`src/rtl/posc_regs.vh`:
```
`ifndef POSC_REGS_VH
`define POSC_REGS_VH

// ----------------------------------------
// Register byte offsets
// ----------------------------------------
`define POSC_OFS_ACTION 8'h00
`define POSC_OFS_C3TIME 8'h04
`define POSC_OFS_PLLTMR 8'h08
`define POSC_OFS_SLPCMD 8'h0C
`define POSC_OFS_PINSEL 8'h10
`define POSC_OFS_STATUS 8'h14

// ----------------------------------------
// Reset values
// ----------------------------------------
`define POSC_RST_ACTION 16'h8000
`define POSC_RST_C3TIME 2'h0
`define POSC_RST_PLLTMR 8'h0F
`define POSC_RST_SLPTYP 3'h0
`define POSC_RST_PINSEL 4'h0

// ----------------------------------------
// Action control fields
// ----------------------------------------
`define POSC_ACT_EN 0
`define POSC_ACT_SPARE 1
`define POSC_ACT_CPUSTP 2
`define POSC_ACT_PCISTP 3
`define POSC_ACT_GFXSTP 4
`define POSC_ACT_DC_STOP_PIN_ENABLE 5
`define POSC_ACT_SLEEP 6
`define POSC_ACT_SUSPEND_PIN_ENABLE 8
`define POSC_ACT_MOUSE 14
`define POSC_ACT_TIMER 15
`define POSC_ACT_WMASK 16'hC17F

// ----------------------------------------
// Sleep command fields
// ----------------------------------------
`define POSC_SLEEP_TYPE_FIELD_LSB 10
`define POSC_SLP_EN 13
`define POSC_SLEEP_TYPE_FIELD_POS 3'h1

// ----------------------------------------
// Pin function select fields
// ----------------------------------------
`define POSC_SEL_SLEEP 0
`define POSC_SEL_DC_STOP_PIN_ENABLE 1
`define POSC_SEL_GFXSTP 2
`define POSC_SEL_CPUSTP 3

// ----------------------------------------
// Timing
// ----------------------------------------
`define POSC_CLK_NS 20
`define POSC_C3_DLY0_NS 1000
`define POSC_C3_DLY1_NS 32000
`define POSC_C3_DLY2_NS 64000
`define POSC_C3_DLY3_NS 128000
`define POSC_PLL_UNIT_PS 61035000
`define POSC_C3_DLY0_CYC ((`POSC_C3_DLY0_NS + `POSC_CLK_NS - 1) / `POSC_CLK_NS)
`define POSC_C3_DLY1_CYC (`POSC_C3_DLY1_NS / `POSC_CLK_NS)
`define POSC_C3_DLY2_CYC (`POSC_C3_DLY2_NS / `POSC_CLK_NS)
`define POSC_C3_DLY3_CYC (`POSC_C3_DLY3_NS / `POSC_CLK_NS)
`define POSC_PLL_UNIT_CYC (`POSC_PLL_UNIT_PS / (`POSC_CLK_NS * 1000))

`endif

```
`src/rtl/posc_timer.v`:
```
`timescale 1ns/1ps
module posc_timer #(
    parameter W = 16
) (
    // Clock and reset
    input wire clk_i,
    input wire sys_rst_i,
    // Control
    input wire start_i,
    input wire [W-1:0] load_i,
    // Status
    output wire busy_o,
    output reg done_o
);

reg [W-1:0] cnt_reg;

assign busy_o = (cnt_reg != {W{1'b0}});

always @(posedge clk_i or posedge sys_rst_i) begin
    if (sys_rst_i) begin
        cnt_reg <= {W{1'b0}};
        done_o <= 1'b0;
    end else begin
        done_o <= 1'b0;
        if (start_i) begin
            cnt_reg <= load_i;
        end else if (busy_o) begin
            cnt_reg <= cnt_reg - {{(W-1){1'b0}}, 1'b1};
            if (cnt_reg == {{(W-1){1'b0}}, 1'b1}) begin
                done_o <= 1'b1;
            end
        end
    end
end

endmodule // posc_timer

```
`src/rtl/posc_top.v`:
```
// The APB interface to the registers and the register offsets are this design's own decisions.
`timescale 1ns/1ps
`include "posc_regs.vh"
module posc_top #(
    parameter C3_DLY3_CYC = `POSC_C3_DLY3_CYC,
    parameter PLL_UNIT_CYC = `POSC_PLL_UNIT_CYC,
    parameter TW = 20
) (
    // Clock and reset
    input wire clk_i,
    input wire sys_rst_i,
    // APB slave
    input wire psel_i,
    input wire penable_i,
    input wire pwrite_i,
    input wire [7:0] paddr_i,
    input wire [31:0] pwdata_i,
    output reg [31:0] prdata_o,
    output reg pready_o,
    output reg pslverr_o,
    // Wake and link pins
    input wire wake_i,
    input wire link_halt_n_i,
    input wire c3_graphics_stop_i,
    // Interrupt sources and gated outputs
    input wire timer_irq_i,
    input wire mouse_irq_pin_i,
    input wire mouse_irq_serial_i,
    output reg timer_irq_o,
    output reg mouse_irq_o,
    // Power control pins
    output reg stop_grant_request_n_o,
    output reg suspend_n_o,
    output reg processor_sleep_n_o,
    output reg dc_stop_out_n_o,
    output reg graphics_stop_out_n_o,
    output reg pci_clock_halt_n_o,
    output reg processor_clock_halt_n_o
);

// ----------------------------------------
// States
// ----------------------------------------
localparam ST_IDLE = 4'b0001;
localparam ST_SUSPEND_PIN_ENABLE = 4'b0010;
localparam ST_REL1 = 4'b0100;
localparam ST_REL2 = 4'b1000;

reg [15:0] action_reg;
reg [1:0] c3_exit_timing_reg;
reg [7:0] pll_recovery_timer_reg;
reg [2:0] sleep_type_reg;
reg [3:0] pin_select_reg;
reg [15:0] snap_reg;
reg [15:0] snap_next;
reg [3:0] state_reg;
reg [3:0] state_next;
reg c3_hold_reg;
reg [2:0] sync1_reg;
reg [2:0] sync2_reg;
reg link_d_reg;
reg [31:0] rdata_next;
reg sel_ok;
reg [TW-1:0] c3_load;
reg pll_start;
reg [TW-1:0] pll_load;
wire pll_busy;
wire pll_done;

// ----------------------------------------
// Pin synchronisers
// ----------------------------------------
always @(posedge clk_i or posedge sys_rst_i) begin
    if (sys_rst_i) begin
        // Link pin idles high, no false rise after reset
        sync1_reg <= 3'h2;
        sync2_reg <= 3'h2;
        link_d_reg <= 1'b1;
    end else begin
        sync1_reg <= {mouse_irq_pin_i, link_halt_n_i, wake_i};
        sync2_reg <= sync1_reg;
        link_d_reg <= sync2_reg[1];
    end
end

wire wake_s = sync2_reg[0];
wire link_s = sync2_reg[1];
wire mouse_pin_s = sync2_reg[2];
wire link_rise = link_s & ~link_d_reg;

// ----------------------------------------
// APB access
// ----------------------------------------
wire apb_acc = psel_i & penable_i;
wire apb_done = apb_acc & pready_o;
wire apb_wr = apb_done & pwrite_i & ~pslverr_o;

wire cmd_wr = apb_wr & (paddr_i == `POSC_OFS_SLPCMD);
wire pos_cmd = cmd_wr & pwdata_i[`POSC_SLP_EN]
    & (pwdata_i[`POSC_SLEEP_TYPE_FIELD_LSB+2:`POSC_SLEEP_TYPE_FIELD_LSB] == `POSC_SLEEP_TYPE_FIELD_POS);
wire enter = pos_cmd & action_reg[`POSC_ACT_EN] & state_reg[0];

wire [3:0] pll_cnt1 = pll_recovery_timer_reg[3:0];
wire [3:0] pll_cnt2 = pll_recovery_timer_reg[7:4];
wire [31:0] pll_prod1 = ({{28{1'b0}}, pll_cnt1} + 32'h0000_0001) * PLL_UNIT_CYC;
wire [31:0] pll_prod2 = ({{28{1'b0}}, pll_cnt2} + 32'h0000_0001) * PLL_UNIT_CYC;

always @* begin
    sel_ok = 1'b1;
    rdata_next = 32'h0000_0000;
    case (paddr_i)
        `POSC_OFS_ACTION: rdata_next[15:0] = action_reg;
        `POSC_OFS_C3TIME: rdata_next[1:0] = c3_exit_timing_reg;
        `POSC_OFS_PLLTMR: rdata_next[7:0] = pll_recovery_timer_reg;
        `POSC_OFS_SLPCMD: rdata_next[`POSC_SLEEP_TYPE_FIELD_LSB+2:`POSC_SLEEP_TYPE_FIELD_LSB] = sleep_type_reg;
        `POSC_OFS_PINSEL: rdata_next[3:0] = pin_select_reg;
        `POSC_OFS_STATUS: rdata_next[4:0] = {pll_busy, c3_hold_reg, state_reg[3:1]};
        default: sel_ok = 1'b0;
    endcase
end

// One wait state, answer at second access cycle
always @(posedge clk_i or posedge sys_rst_i) begin
    if (sys_rst_i) begin
        pready_o <= 1'b0;
        pslverr_o <= 1'b0;
        prdata_o <= 32'h0000_0000;
    end else if (apb_acc & ~pready_o) begin
        pready_o <= 1'b1;
        pslverr_o <= ~sel_ok;
        prdata_o <= pwrite_i ? 32'h0000_0000 : rdata_next;
    end else begin
        pready_o <= 1'b0;
        pslverr_o <= 1'b0;
    end
end

// ----------------------------------------
// Register file
// ----------------------------------------
always @(posedge clk_i or posedge sys_rst_i) begin
    if (sys_rst_i) begin
        action_reg <= `POSC_RST_ACTION;
        c3_exit_timing_reg <= `POSC_RST_C3TIME;
        pll_recovery_timer_reg <= `POSC_RST_PLLTMR;
        sleep_type_reg <= `POSC_RST_SLPTYP;
        pin_select_reg <= `POSC_RST_PINSEL;
    end else if (apb_wr) begin
        case (paddr_i)
            `POSC_OFS_ACTION: action_reg <= pwdata_i[15:0] & `POSC_ACT_WMASK;
            `POSC_OFS_C3TIME: c3_exit_timing_reg <= pwdata_i[1:0];
            `POSC_OFS_PLLTMR: pll_recovery_timer_reg <= pwdata_i[7:0];
            `POSC_OFS_SLPCMD: sleep_type_reg <= pwdata_i[`POSC_SLEEP_TYPE_FIELD_LSB+2:`POSC_SLEEP_TYPE_FIELD_LSB];
            `POSC_OFS_PINSEL: pin_select_reg <= pwdata_i[3:0];
            default: sleep_type_reg <= sleep_type_reg;
        endcase
    end
end

// ----------------------------------------
// Suspend sequencer
// ----------------------------------------
always @* begin
    state_next = state_reg;
    snap_next = snap_reg;
    pll_start = 1'b0;
    pll_load = {TW{1'b0}};
    case (state_reg)
        ST_IDLE: begin
            if (enter) begin
                state_next = ST_SUSPEND_PIN_ENABLE;
                snap_next = action_reg;
            end
        end
        ST_SUSPEND_PIN_ENABLE: begin
            if (wake_s) begin
                state_next = ST_REL1;
                pll_start = 1'b1;
                pll_load = pll_prod1[TW-1:0];
            end
        end
        ST_REL1: begin
            if (pll_done) begin
                state_next = ST_REL2;
                pll_start = 1'b1;
                pll_load = pll_prod2[TW-1:0];
            end
        end
        ST_REL2: begin
            if (pll_done) begin
                state_next = ST_IDLE;
                snap_next = 16'h0000;
            end
        end
        default: begin
            state_next = ST_IDLE;
            snap_next = 16'h0000;
        end
    endcase
end

always @(posedge clk_i or posedge sys_rst_i) begin
    if (sys_rst_i) begin
        state_reg <= ST_IDLE;
        snap_reg <= 16'h0000;
    end else begin
        state_reg <= state_next;
        snap_reg <= snap_next;
    end
end

posc_timer #(
    .W(TW)
) u_pll_timer (
    .clk_i(clk_i),
    .sys_rst_i(sys_rst_i),
    .start_i(pll_start),
    .load_i(pll_load),
    .busy_o(pll_busy),
    .done_o(pll_done)
);

// ----------------------------------------
// C3 exit graphics stop release
// ----------------------------------------
wire c3_busy;
wire c3_done;
wire c3_start = link_rise & c3_hold_reg & ~c3_busy;

wire [31:0] c3_dly0 = `POSC_C3_DLY0_CYC;
wire [31:0] c3_dly1 = `POSC_C3_DLY1_CYC;
wire [31:0] c3_dly2 = `POSC_C3_DLY2_CYC;
wire [31:0] c3_dly3 = C3_DLY3_CYC;

always @* begin
    case (c3_exit_timing_reg)
        2'b00: c3_load = c3_dly0[TW-1:0];
        2'b01: c3_load = c3_dly1[TW-1:0];
        2'b10: c3_load = c3_dly2[TW-1:0];
        default: c3_load = c3_dly3[TW-1:0];
    endcase
end

posc_timer #(
    .W(TW)
) u_c3_timer (
    .clk_i(clk_i),
    .sys_rst_i(sys_rst_i),
    .start_i(c3_start),
    .load_i(c3_load),
    .busy_o(c3_busy),
    .done_o(c3_done)
);

// New C3 request wins over a finishing release
always @(posedge clk_i or posedge sys_rst_i) begin
    if (sys_rst_i) begin
        c3_hold_reg <= 1'b0;
    end else if (c3_graphics_stop_i) begin
        c3_hold_reg <= 1'b1;
    end else if (c3_done) begin
        c3_hold_reg <= 1'b0;
    end
end

// ----------------------------------------
// Pin and interrupt outputs
// ----------------------------------------
wire st_suspend_pin_enable = state_reg[1];
wire st_early = state_reg[1] | state_reg[2];
wire st_any = ~state_reg[0];
wire en = snap_reg[`POSC_ACT_EN];
wire tmr_mask = (st_any & en & snap_reg[`POSC_ACT_TIMER]) | (enter & action_reg[`POSC_ACT_TIMER]);
wire ms_mask = (st_any & en & snap_reg[`POSC_ACT_MOUSE]) | (enter & action_reg[`POSC_ACT_MOUSE]);

always @(posedge clk_i or posedge sys_rst_i) begin
    if (sys_rst_i) begin
        stop_grant_request_n_o <= 1'b1;
        suspend_n_o <= 1'b1;
        processor_sleep_n_o <= 1'b1;
        dc_stop_out_n_o <= 1'b1;
        graphics_stop_out_n_o <= 1'b1;
        pci_clock_halt_n_o <= 1'b1;
        processor_clock_halt_n_o <= 1'b1;
        timer_irq_o <= 1'b0;
        mouse_irq_o <= 1'b0;
    end else begin
        stop_grant_request_n_o <= ~(st_any & en);
        suspend_n_o <= ~(st_early & en & snap_reg[`POSC_ACT_SUSPEND_PIN_ENABLE]);
        processor_sleep_n_o <= ~(st_early & en & snap_reg[`POSC_ACT_SLEEP]
            & pin_select_reg[`POSC_SEL_SLEEP]);
        dc_stop_out_n_o <= ~(st_early & en & snap_reg[`POSC_ACT_DC_STOP_PIN_ENABLE]
            & pin_select_reg[`POSC_SEL_DC_STOP_PIN_ENABLE]);
        graphics_stop_out_n_o <= ~((st_early & en & snap_reg[`POSC_ACT_GFXSTP]) | c3_hold_reg)
            | ~pin_select_reg[`POSC_SEL_GFXSTP];
        pci_clock_halt_n_o <= ~(st_suspend_pin_enable & en & snap_reg[`POSC_ACT_PCISTP]);
        processor_clock_halt_n_o <= ~(st_suspend_pin_enable & en & snap_reg[`POSC_ACT_CPUSTP]
            & pin_select_reg[`POSC_SEL_CPUSTP]);
        timer_irq_o <= timer_irq_i & ~tmr_mask;
        mouse_irq_o <= (mouse_pin_s | mouse_irq_serial_i) & ~ms_mask;
    end
end

endmodule // posc_top

```
`config.mk`:
```
export PLATFORM = sky130hd
export DESIGN_NAME = posc_top
export DESIGN_NICKNAME = d
export VERILOG_FILES = /design/src/rtl/posc_timer.v /design/src/rtl/posc_top.v
export VERILOG_INCLUDE_DIRS = /design/src /design/src/rtl
export SDC_FILE = /design/constraint.sdc
export NUM_CORES = 1
export LEC_CHECK = 0
export BUFFER_PORTS_ARGS = -buffer_cell sky130_fd_sc_hd__buf_2
export CORE_MARGIN = 5
export CORE_UTILIZATION = 40
export DETAILED_ROUTE_END_ITERATION = 16
export SYNTH_ARGS = -nofsm -noshare
export SYNTH_HDL_FRONTEND = slang
export SYNTH_SLANG_ARGS = --single-unit
```
`constraint.sdc`:
```
create_clock -name clk_i -period 6.23 [get_ports clk_i]
set_input_delay 0.9345 -clock clk_i [delete_from_list [all_inputs] [get_ports clk_i]]
set_output_delay 0.9345 -clock clk_i [all_outputs]
set_load 0.01 [all_outputs]
```
* Yosys cells after proc, flatten, opt, wreduce, memory -nomap -nowiden *
Index checks and enable logic that the tools add are counted.

word-level totals
  output and inout bits = 43
  input port bits = 51
  word-level logic and storage cells = 159
  flip-flop bits (word level) = 140

operators by class
  bitwise gates (word level) = 54
  multipliers = 2
  reductions and logical operators = 16
  add/subtract/negate cells = 4
  muxes and demuxes = 38
  eq/ne operators = 18

operators with widths
  kind                                                                  count
  20-bit 2-to-1 mux                                                     4
  16-bit 2-to-1 mux                                                     3
  16-bit case mux with 3 select lines                                   1
  20-bit by 1-bit == test with 1-bit output, second input constant      2
  20-bit nonzero test                                                   2
  20-bit by 1-bit subtractor with 20-bit output, second input constant  2
  13-bit case mux with 3 select lines                                   1
  5-bit by 12-bit multiplier with 17-bit output, second input constant  2
  17-bit 2-to-1 mux                                                     2
  17-bit case mux with 2 select lines                                   1
  1-bit bitwise AND                                                     31
  1-bit inverter                                                        17
  8-bit by 4-bit == test with 1-bit output, second input constant       2
  8-bit by 5-bit == test with 1-bit output, second input constant       2
  4-bit 2-to-1 mux                                                      4
  4-bit case mux with 4 select lines                                    1
  1-bit 2-to-1 mux                                                      14
  4-bit by 1-bit adder with 5-bit output, second input constant         2
  2-bit case mux with 5 select lines                                    1
  2-bit AND reduction                                                   5
  8-bit by 3-bit == test with 1-bit output, second input constant       1
  8-bit zero test                                                       1
  2-bit case mux with 4 select lines                                    1
  3-bit 2-to-1 mux                                                      2
  other kinds (19)                                                      28

* Depth between registers and ports, before layout *
Gate-level depths: netlist of run 1.

  depth in word-level cells = 13
  depth in mapped cells = 17
  gate-level depth less buffers = 16

* Modules after synthesis *
From an unflattened synthesis of run 1, not the netlist that was laid out.

unflattened totals
  cells, all modules = 864
  area total of the unflattened synthesis = 8456.9 sq um

by module, submodules not included
  module                    area each (sq um)  cells each  times used  seq. area each (sq um)
  posc_top                  5763.0             574         1           1846.8
  posc_timer (u_pll_timer)  1428.9             154         1           525.5
  posc_timer (u_c3_timer)   1265.0             136         1           525.5

* Worst setup path after synthesis of run 1 *
Ideal clock, no wire load.

  path kind = in2reg
  start = input paddr_i[0]
  end = register action_reg[0]
  slack = 3.333 ns
  stages = 5
  arrival = 2.772 ns
  required time = 6.105 ns
  path buffers = 0
  setup time = 0.125 ns
  path through = or4_1 > nor3_2 > nand2b_1 > nor4_4 > mux2_2

on the way
  cells in the longest elaborated chain, start to end = 2

RTL lines
  item                                  RTL line        RTL
  from (decl)                           posc_top.v:16   input wire [7:0] paddr_i,
  8-bit zero test                       posc_top.v:149  case (paddr_i)
  2-bit AND reduction (no source line)  --
  to (signal assigned)                  posc_top.v:143  action_reg <= `POSC_RST_ACTION;
  to (signal assigned)                  posc_top.v:150  `POSC_OFS_ACTION: action_reg <= pwdata_i[15:0] & `POSC_ACT_WMASK;
  to (decl)                             posc_top.v:49   reg [15:0] action_reg;

Every way passes these cells.
A chain may end at the register's enable or synchronous reset.

==> reports/metrics.csv, run 1 <==
stage,metric,value,unit
setup_path,reg2reg_slack,1160,ps
power_and_ir_drop,p_sw_share,27.7,%
global_routing,first_global_vias,5901,
setup_path,crit_type,register to register,
cts,cts_resized,0,
synth,yosysMostFrequentCell,dfrtp_1,
cells_and_area,areaGrowthSynthToFinish,13.1,%
synth,syn_area,7920,um^2
global_routing,grt_pass1_wl,29.8,mm
min_path,worstHoldPathType,register to register,
timing,finalClockSkew,15.6,ps
synth,synth_top_cell_by_area,dfrtp_1,
cts,ctsHoldBuffers,0,
cells_and_area,drive_gt1_share,17.6,%
synth,synth_ff_type,dfrtp_1,
setup_path,cp_max_fo,11,
global_routing,antenna_found_initial,0,
detailed_routing,drcViolationCount,0,
timing,maxSlewViolCount,0,
power_and_ir_drop,seqPwrFrac,45.0,%
detailed_routing,vias,5870,
power_and_ir_drop,p_per_area,217,nW/um^2
setup_path,cp-start-kind,register,
place,port_buffers,58,
cells_and_area,register_area,2900,um^2
cts,htreeDepth,4,
power_and_ir_drop,max-vdd-ir-drop,0.214,mV
synth,synthArstFlopShare,100,%
timing,relSlewSlack,40.5,%
floorplanning,pin_count,94,
detailed_routing,drtAntennaViolNets,0,
place,place_ws,1140,ps
detailed_routing,drt_iter0_markers,347,
setup_path,cp_data_required_time,6500,ps
cts,clockRootBuffer,clkbuf_16,
power_and_ir_drop,p_int,1.40,mW
synth,yosysWarnings,0,
timing,grt_setup_unrepaired,no,
setup_path,worst_setup_path_end_kind,register,
cells_and_area,fin_util,46.0,%
floorplanning,core,19500,um^2
floorplanning,rows,51,
synth,synth_common_cells,"dfrtp_1, inv_1, ha_1",
cts,clockBufferDepth,2,
timing,holdWs,350,ps
cells_and_area,final_nets,994,
timing,report.final.setup_viol,0,
timing,period_needed,5070,ps
place,gp_congestion,0.886,
synth,syn_inst,784,
cts,cts_tree,built,
detailed_routing,dr.pass1.iters,5,
detailed_routing,wl,18.1,mm
global_routing,overflow,0,
cts,clkSinkCount,115,
synth,synth.top_cell.area_share,31.3,%
floorplanning,die_y,151,um
cts,clock_latency,420,ps
flow_run,drv_cap,0,
detailed_routing,via_per_inst,5.22,
detailed_routing,wl_per_cell,16.1,um
cts,clk_pin_slew_worst_paths,60,ps
timing,min_period_over_period,81.4,%
cells_and_area,diodes,0,
global_routing,grtUsageTotal,16.5,%
timing,final.setup.tns,0,ps
floorplanning,die_w,151,um
synth,ys_ff_latch,115,
timing,tightestPinTransition,893,ps
status,outcome,finished clean,
floorplanning,dieArea,22700,um^2
power_and_ir_drop,p_sw,539,uW
setup_path,crit_arrival,5340,ps
synth,synth-edff-count,0,
timing,timing.fmax,197,MHz
synth,syn_avg_cell_area,10.1,um^2
floorplanning,initial_core_util,40.7,%
synth,seq_area_frac_synth,36.6,%
power_and_ir_drop,p_leak,4.42,nW
cts,cts_buffers,17,
cells_and_area,multi_input_area,4620,um^2
synth,ys_types,68,
global_routing,grt_max_degree,73,
power_and_ir_drop,clock_power_share,45.5,%
synth,synth_area_leaders,"dfrtp_1, ha_1, fa_1",
timing,finalHoldViolCount,0,
power_and_ir_drop,pwr-share-comb,9.5,%
timing,setup_ws,1160,ps
place,place_hpwl,13.8,mm
cts,post_cts_buffers,0,
cells_and_area,num-fill-cells,1875,
-- area by class of cell --
class | instances | area share [%]
tap | 265 | 3.70
sequential | 115 | 32.4
clock buffer | 18 | 4.79
timing repair buffer | 59 | 3.32
multi-input combinational | 581 | 51.6
inverter | 73 | 3.09
clock inverter | 14 | 1.17
-- cell families (layout without fill, tap and decap cells) --
logic type / after synthesis / count (layout) / synth area share [%]
AOI/OAI and AO/OA: 151 / 151 / 13.0
xor gates and xnor gates: 54 / 54 / 5.97
adders and majority gates: 96 / 96 / 18.2
buffers and inverters: 105 / 164 / 5.92
DFF: 115 / 115 / 36.6
muxes: 38 / 38 / 5.29
other: 1 / 18 / 0.0473
and+or+nand+nor: 224 / 224 / 15.0
-- worst max-delay path, stage by stage (launching register included) --
cell	delay, ps
dfrtp_1	740
ha_1	280
xor2_1	470
inv_1	130
fa_1	570
fa_1	460
fa_1	520
inv_1	40
ha_1	380
o21ai_0	250
o21bai_1	110
nor3_1	150
o21bai_1	140
o31a_1	270
xnor2_1	270
o221ai_1	150
-- power groups by stage --
| stage | clock network [mW] | registers (mW) | logic (mW) |
|---|---|---|---|
| finish | 0.884 | 0.874 | 0.185 |
| global route | 0.932 | 0.886 | 0.217 |
| CTS | 0.899 | 0.873 | 0.187 |
| detailed placement | 0 | 0.884 | 0.187 |
| global placement | 0 | 0.884 | 0.184 |
| floorplan | 0 | 0.872 | 0.150 |
-- stage by stage --
| stage | total power [mW] | cells | instance area [um^2] |
|---|---|---|---|
| floorplan | 1.02 | 801 | 7990 |
| global placement | 1.07 | 1093 | 8420 |
| detailed placement | 1.07 | 1093 | 8420 |
| CTS | 1.96 | 1125 | 8960 |
| global route | 2.03 | 1125 | 8960 |
| finish | 1.94 | 1125 | 8960 |
-- routing by layer --
layer / share of wire (%) / global-route usage (%)
met1: 47 / 23.0
met2: 47 / 26.1
met3: 4.5 / 3.70
met4: 1.2 / 4.26
met5: 0 / 0
-- final timing paths --
kind,from,end,cells after the start
setup / recovery,pll_recovery_timer_reg[4]$_DFFE_PP0P_,u_pll_timer.cnt_reg[15]$_DFFE_PP0P_,15
hold / removal,sync1_reg[2]$_DFF_PP0_,sync2_reg[2]$_DFF_PP0_,0
setup reg to reg,pll_recovery_timer_reg[4]$_DFFE_PP0P_,u_pll_timer.cnt_reg[15]$_DFFE_PP0P_,15
hold reg to reg,sync1_reg[2]$_DFF_PP0_,sync2_reg[2]$_DFF_PP0_,0
max in group asynchronous,sys_rst_i,state_reg[0]$_DFFE_PP1P_,3
min in group asynchronous,sys_rst_i,u_c3_timer.cnt_reg[17]$_DFFE_PP0P_,2
-- cell usage in the layout, fill, tap and decap left out, types with 5 or more instances in the layout --
| cell | n |
|---|---|
| dfstp_2 | 16 |
| nand2b_1 | 7 |
| fa_1 | 32 |
| o221ai_1 | 5 |
| xor2_1 | 26 |
| clkinvlp_4 | 5 |
| nor4_1 | 11 |
| mux2_2 | 31 |
| and2_1 | 6 |
| or3_1 | 8 |
| and3_1 | 12 |
| dfrtp_1 | 99 |
| ha_1 | 64 |
| inv_1 | 72 |
| a21o_1 | 10 |
| nand2_1 | 56 |
| a211oi_1 | 5 |
| conb_1 | 18 |
| nor3_1 | 20 |
| o21ai_0 | 26 |
| nand3_1 | 21 |
| mux2i_1 | 7 |
| a22o_1 | 18 |
| clkbuf_16 | 17 |
| o22ai_1 | 7 |
| nor2_1 | 43 |
| a221oi_1 | 6 |
| a21oi_1 | 35 |
| o21bai_1 | 5 |
| xnor2_1 | 28 |
| a22oi_1 | 10 |
| buf_2 | 58 |
No activity file was read; power rests on OpenSTA's default activity.
==> inputs of run 2 (changes only) <==
==> constraint.sdc (replaced) <==
create_clock -name clk_i -period 5.1 [get_ports clk_i]
set_input_delay 0.765 -clock clk_i [delete_from_list [all_inputs] [get_ports clk_i]]
set_output_delay 0.765 -clock clk_i [all_outputs]
set_load 0.01 [all_outputs]
==> run 2 against run 1 <==
Routed wire length up 1.0%. Sequential power increased by 22%. Flip-flop and latch count unchanged. Worst setup slack got worse by 810 ps.
==> reports/metrics.csv, run 2 (synthesis gave the netlist of run 1 again) <==
stage,metric,value,unit
setup_path,rr_worst_depth,15,
cts,clock_latency,410,ps
cells_and_area,register_area,2900,um^2
power_and_ir_drop,p_leak,4.46,nW
floorplanning,die_w,151,um
floorplanning,die_y,151,um
flow_run,drv_cap,0,
cells_and_area,layout.cells.non_filler,1128,
detailed_routing,drtAntennaViolNets,0,
status,outcome,finished clean,
global_routing,overflow,0,
global_routing,grtUsageTotal,16.6,%
detailed_routing,wl,18.2,mm
global_routing,first_global_vias,5876,
timing,timing.fmax,211,MHz
place,dp_cells,1096,
timing,setup_ws,352,ps
detailed_routing,wl_per_cell,16.2,um
detailed_routing,vias,5853,
global_routing,antenna_found_initial,0,
place,port_buffers,58,
global_routing,grt_max_degree,48,
cts,cts_resized,0,
floorplanning,initial_core_util,40.7,%
timing,finalHoldViolCount,0,
timing,maxSlewViolCount,0,
power_and_ir_drop,max-vdd-ir-drop,0.213,mV
power_and_ir_drop,p_per_area,271,nW/um^2
timing,final.setup.tns,0,ps
min_path,min_from,sync1_reg[0]$_DFF_PP0_,
floorplanning,core,19500,um^2
setup_path,crit_type,register to register,
timing,relSlewSlack,45.8,%
place,gp_congestion,0.882,
timing,finalClockSkew,10.4,ps
min_path,min_to,sync2_reg[0]$_DFF_PP0_,
detailed_routing,drcViolationCount,0,
setup_path,cp-start-kind,register,
cells_and_area,diodes,0,
cells_and_area,final_common_cell,dfrtp_1,
setup_path,worst_setup_path_end_kind,register,
cts,cts_buffers,17,
timing,min_period_over_period,93.1,%
setup_path,r2r-start,pll_recovery_timer_reg[0]$_DFFE_PP1P_,
min_path,worstHoldPathType,register to register,
cells_and_area,fin_util,46.3,%
setup_path,crit_arrival,5020,ps
cts,ctsHoldBuffers,0,
timing,report.final.setup_viol,0,
floorplanning,pin_count,94,
setup_path,r2r_end,u_pll_timer.cnt_reg[15]$_DFFE_PP0P_,
cts,clockRootBuffer,clkbuf_16,
place,place_ws,302,ps
timing,tightestPinTransition,813,ps
timing,period_needed,4750,ps
detailed_routing,dr.pass1.iters,5,
floorplanning,dieArea,22700,um^2
cts,post_cts_buffers,0,
min_path,min_path_cells,0,
setup_path,cp_max_fo,9,
place,place_hpwl,14.0,mm
detailed_routing,drt_iter0_markers,308,
cts,clk_pin_slew_worst_paths,50,ps
cts,cts_tree,built,
cts,clkSinkCount,115,
cells_and_area,final_cell_mix,"dfrtp_1, inv_1, ha_1, buf_2, nand2_1",
timing,grt_setup_unrepaired,no,
cts,clockBufferDepth,2,
setup_path,reg2reg_slack,350,ps
global_routing,grt_pass1_wl,29.9,mm
detailed_routing,via_per_inst,5.19,
cells_and_area,multi_input_area,4620,um^2
cts,htreeDepth,4,
cells_and_area,final_nets,997,
cells_and_area,drive_gt1_share,17.7,%
setup_path,cp_data_required_time,5370,ps
cells_and_area,num-fill-cells,1857,
floorplanning,rows,51,
cells_and_area,areaGrowthSynthToFinish,13.8,%
==> run 2: changes by cell type in the layout (fill, tap and decap cells not counted) <==
cell and delta:
buf_4 +3, bufinv_16 +2, clkinvlp_4 -2, inv_6 -2, clkbuf_1 +1, clkinv_2 +1
==> run 2: layout make-up <==
cell class / count / area share (%)
timing repair buffer: 62 / 3.55
multi-input combinational: 581 / 51.2
clock inverter: 13 / 1.53
inverter: 73 / 3.07
clock buffer: 19 / 4.80
tap: 265 / 3.68
sequential: 115 / 32.1
==> run 2: layer usage <==
layer  up-vias  track usage [%]  wire length, um
met5         -                0                0
met4         0             3.72              172
met3        21             3.16              531
met2        94             27.2             8790
met1      2870             23.0             8750
li1       2868                -                -
==> run 2: stage by stage <==
step	total power, mW	hold slack, ps	cell area [um^2]
after global placement	1.30	334	8450
after CTS	2.47	353	9020
after global routing	2.56	366	9020
after detailed placement	1.31	348	8450
final	2.44	351	9020
after floorplan	1.25	331	7990
==> run 2: how the worst max path moves through the flow <==
stage,to,start
2_1_floorplan,u_pll_timer.cnt_reg[13]$_DFFE_PP0P_,pll_recovery_timer_reg[0]$_DFFE_PP1P_
3_3_place_gp,u_pll_timer.cnt_reg[15]$_DFFE_PP0P_,pll_recovery_timer_reg[0]$_DFFE_PP1P_
3_5_place_dp,u_pll_timer.cnt_reg[15]$_DFFE_PP0P_,pll_recovery_timer_reg[0]$_DFFE_PP1P_
4_1_cts,u_pll_timer.cnt_reg[15]$_DFFE_PP0P_,pll_recovery_timer_reg[0]$_DFFE_PP1P_
5_1_grt,u_pll_timer.cnt_reg[15]$_DFFE_PP0P_,pll_recovery_timer_reg[0]$_DFFE_PP1P_
6_report,u_pll_timer.cnt_reg[15]$_DFFE_PP0P_,pll_recovery_timer_reg[0]$_DFFE_PP1P_
==> run 2: where the power goes <==
| part | internal [mW] | switching, mW | total (mW) | leakage [nW] |
|---|---|---|---|---|
| registers | 0.992 | 0.0745 | 1.07 | 1.50 |
| logic | 0.101 | 0.128 | 0.229 | 2.69 |
| clock network | 0.718 | 0.431 | 1.15 | 0.274 |
| total | 1.81 | 0.633 | 2.44 | 4.46 |
==> run 2: critical path, cell delays in order (launching register included) <==
cell and delay, ps:
dfstp_2 550, buf_4 210, nand3_1 150, xnor2_1 430, fa_1 540, fa_1 490
fa_1 520, inv_1 40, ha_1 320, nand2_1 100, a2111oi_0 380, nor2_1 150
o221ai_1 180, a21oi_1 100, xor2_1 260, o221ai_1 160
==> inputs of run 3 (changes only) <==
--- a/config.mk
+++ b/config.mk
@@ -9,7 +9,9 @@
 export BUFFER_PORTS_ARGS = -buffer_cell sky130_fd_sc_hd__buf_2
 export CORE_MARGIN = 5
 export CORE_UTILIZATION = 40
+export CTS_BUF_LIST = sky130_fd_sc_hd__clkbuf_4
 export DETAILED_ROUTE_END_ITERATION = 16
 export SYNTH_ARGS = -nofsm -noshare
 export SYNTH_HDL_FRONTEND = slang
 export SYNTH_SLANG_ARGS = --single-unit
+export TNS_END_PERCENT = 1
==> constraint.sdc (replaced) <==
create_clock -name clk_i -period 5.1 [get_ports clk_i]
set_input_delay 0.255 -clock clk_i [delete_from_list [all_inputs] [get_ports clk_i]]
set_output_delay 0.255 -clock clk_i [all_outputs]
set_load 0.01 [all_outputs]
==> run 3 against run 2 <==
Clock skew is 13 ps higher. Critical path depth stayed put. Global-route usage is 0.24 points higher. Count of clock-buffer cells in the layout is 1 higher. Worst setup slack better by 150 ps. Sequential share of layout area is 0.18 points higher. Via count is 0.31% higher. Core utilization is 0.26 points lower. Clock power is 37% lower. Hold slack worse by 310 ps. Fmax is 3.2% higher.
==> reports/metrics.csv, run 3 (synthesis gave the netlist of run 1 again) <==
stage,metric,value,unit
setup_path,crit_buf_inv,2,
timing,tightestPinTransition,850,ps
setup_path,cp-startpoint,pll_recovery_timer_reg[5]$_DFFE_PP0P_,
timing,grt_setup_unrepaired,no,
global_routing,grt_max_degree,66,
timing,min_period_over_period,90.2,%
cts,clk_pin_slew_worst_paths,100,ps
setup_path,cp_max_fo,7,
place,port_buffers,58,
timing,report.final.setup_viol,0,
global_routing,antenna_found_initial,1,
global_routing,first_global_vias,6053,
cells_and_area,fin_util,46.1,%
cells_and_area,num-fill-cells,1889,
timing,maxSlewViolCount,0,
detailed_routing,dr.pass1.iters,5,
detailed_routing,drtAntennaViolNets,0,
cells_and_area,final_nets,1016,
detailed_routing,drcViolationCount,0,
cells_and_area,layout.cells.non_filler,1149,
detailed_routing,wl_per_cell,15.9,um
setup_path,r2r-start,pll_recovery_timer_reg[5]$_DFFE_PP0P_,
setup_path,endpoint,u_pll_timer.cnt_reg[15]$_DFFE_PP0P_,
setup_path,cp_top_family,adder cells,
setup_path,crit_cells,15,
floorplanning,dieArea,22700,um^2
cts,clockRootBuffer,clkbuf_4,
cts,clkSinkCount,115,
cts,clock_latency,530,ps
power_and_ir_drop,p_leak,4.44,nW
detailed_routing,vias,5871,
cts,clockBufferDepth,2,
global_routing,grtUsageTotal,16.9,%
power_and_ir_drop,p_per_area,227,nW/um^2
cells_and_area,drive_gt1_share,17.7,%
cts,cts_tree,built,
floorplanning,die_w,151,um
floorplanning,core,19500,um^2
cts,cts_buffers,17,
detailed_routing,via_per_inst,5.11,
cts,post_cts_buffers,0,
global_routing,grt_pass1_wl,30.2,mm
timing,final.setup.tns,0,ps
setup_path,cp-start-kind,register,
setup_path,crit_type,register to register,
floorplanning,rows,51,
setup_path,r2r_end,u_pll_timer.cnt_reg[15]$_DFFE_PP0P_,
setup_path,crit_chain,ha_1 > xor2_1 > inv_1 > fa_1 > fa_1 > fa_1 > inv_1 > ha_1 > o21ai_0 > o21bai_1 > nor3_1 > o21bai_1 > o31a_1 > xnor2_1 > o221ai_1,
setup_path,cpMostUsedCell,fa_1,
place,place_hpwl,14.1,mm
cells_and_area,final_common_cell,dfrtp_1,
timing,finalClockSkew,23.1,ps
setup_path,rr_worst_depth,15,
flow_run,drv_cap,0,
setup_path,worst_setup_path_end_kind,register,
floorplanning,die_y,151,um
timing,period_needed,4600,ps
cells_and_area,final_cell_mix,"dfrtp_1, inv_1, ha_1, buf_2, nand2_1",
detailed_routing,wl,18.3,mm
timing,relSlewSlack,42.9,%
power_and_ir_drop,max-vdd-ir-drop,0.193,mV
place,gp_congestion,0.868,
global_routing,overflow,0,
status,outcome,finished clean,
place,dp_cells,1095,
cts,htreeDepth,4,
setup_path,reg2reg_slack,500,ps
detailed_routing,drt_iter0_markers,231,
setup_path,crit_path_max_incr_delay,580,ps
power_and_ir_drop,total_power,2.03,mW
timing,finalHoldViolCount,0,
setup_path,cp_data_required_time,5490,ps
timing,timing.fmax,217,MHz
floorplanning,initial_core_util,40.7,%
min_path,worstHoldPathType,primary input to register,
cells_and_area,areaGrowthSynthToFinish,13.2,%
floorplanning,pin_count,94,
setup_path,cp_slowest_cell,fa_1,
setup_path,crit_arrival,4990,ps
-- run 3: cell count changes in the layout (fill, tap and decap cells not counted), sizes merged --
cell / change
inv: -1
clkbuf: +1
diode: +2
clkinv: -1
buf: -1
dlygate4sd3: +20
bufinv: +1
-- run 3: worst min-delay path by stage --
| stage | startpoint | end | slack (ps) | cells after the start |
|---|---|---|---|---|
| finish | mouse_irq_serial_i | mouse_irq_o$_DFF_PP0_ | 40 | 3 |
| CTS | mouse_irq_serial_i | mouse_irq_o$_DFF_PP0_ | 8 | 3 |
| global placement | sync1_reg[2]$_DFF_PP0_ | sync2_reg[2]$_DFF_PP0_ | 330 | 0 |
| global route | mouse_irq_serial_i | mouse_irq_o$_DFF_PP0_ | 2 | 3 |
| detailed placement | sync1_reg[0]$_DFF_PP0_ | sync2_reg[0]$_DFF_PP0_ | 330 | 0 |
| floorplan | link_halt_n_i | sync1_reg[1]$_DFF_PP1_ | 260 | 0 |
-- run 3: layout make-up --
| class | count | area (um^2) | share of cell area [%] |
|---|---|---|---|
| inverters | 73 | 277 | 3.08 |
| multi-input cells | 581 | 4630 | 51.7 |
| diodes | 2 | 5.00 | 0.0558 |
| clock inverters | 12 | 158 | 1.76 |
| repair buffers | 81 | 513 | 5.72 |
| flip-flops and latches | 115 | 2900 | 32.3 |
| well taps | 265 | 332 | 3.70 |
| clock buffers | 20 | 150 | 1.67 |
-- run 3: through the flow --
stage          area, um^2  hold slack (ps)  setup WS [ps]
2_1_floorplan        7990              259            642
5_1_grt              8970             2.49           51.7
3_3_place_gp         8440              333            430
3_5_place_dp         8440              335            384
4_1_cts              8950             7.98            361
6_report             8970             37.9            497
-- run 3: what timing repair did --
action	CTS	global route
hold endpoints to repair	90	0
hold buffers	20	0
resized for setup	0	2
setup endpoints to repair	0	2
-- run 3: power by group --
group	leakage, nW	switching [mW]	internal, mW
logic	2.78	0.129	0.111
clock network	0.160	0.371	0.358
registers	1.50	0.0738	0.989
total	4.44	0.573	1.46
-- run 3: worst min-delay path, stage by stage --
cell and delay, ps:
buf_2 100, nor2_1 110, a221oi_1 60
-- run 3: routing by layer --
metal / global-route usage (%) / share of wire [%]
met1: 22.9 / 47
met3: 3.64 / 2.9
met4: 5.21 / 1.6
met5: 0 / 0
met2: 27.1 / 48
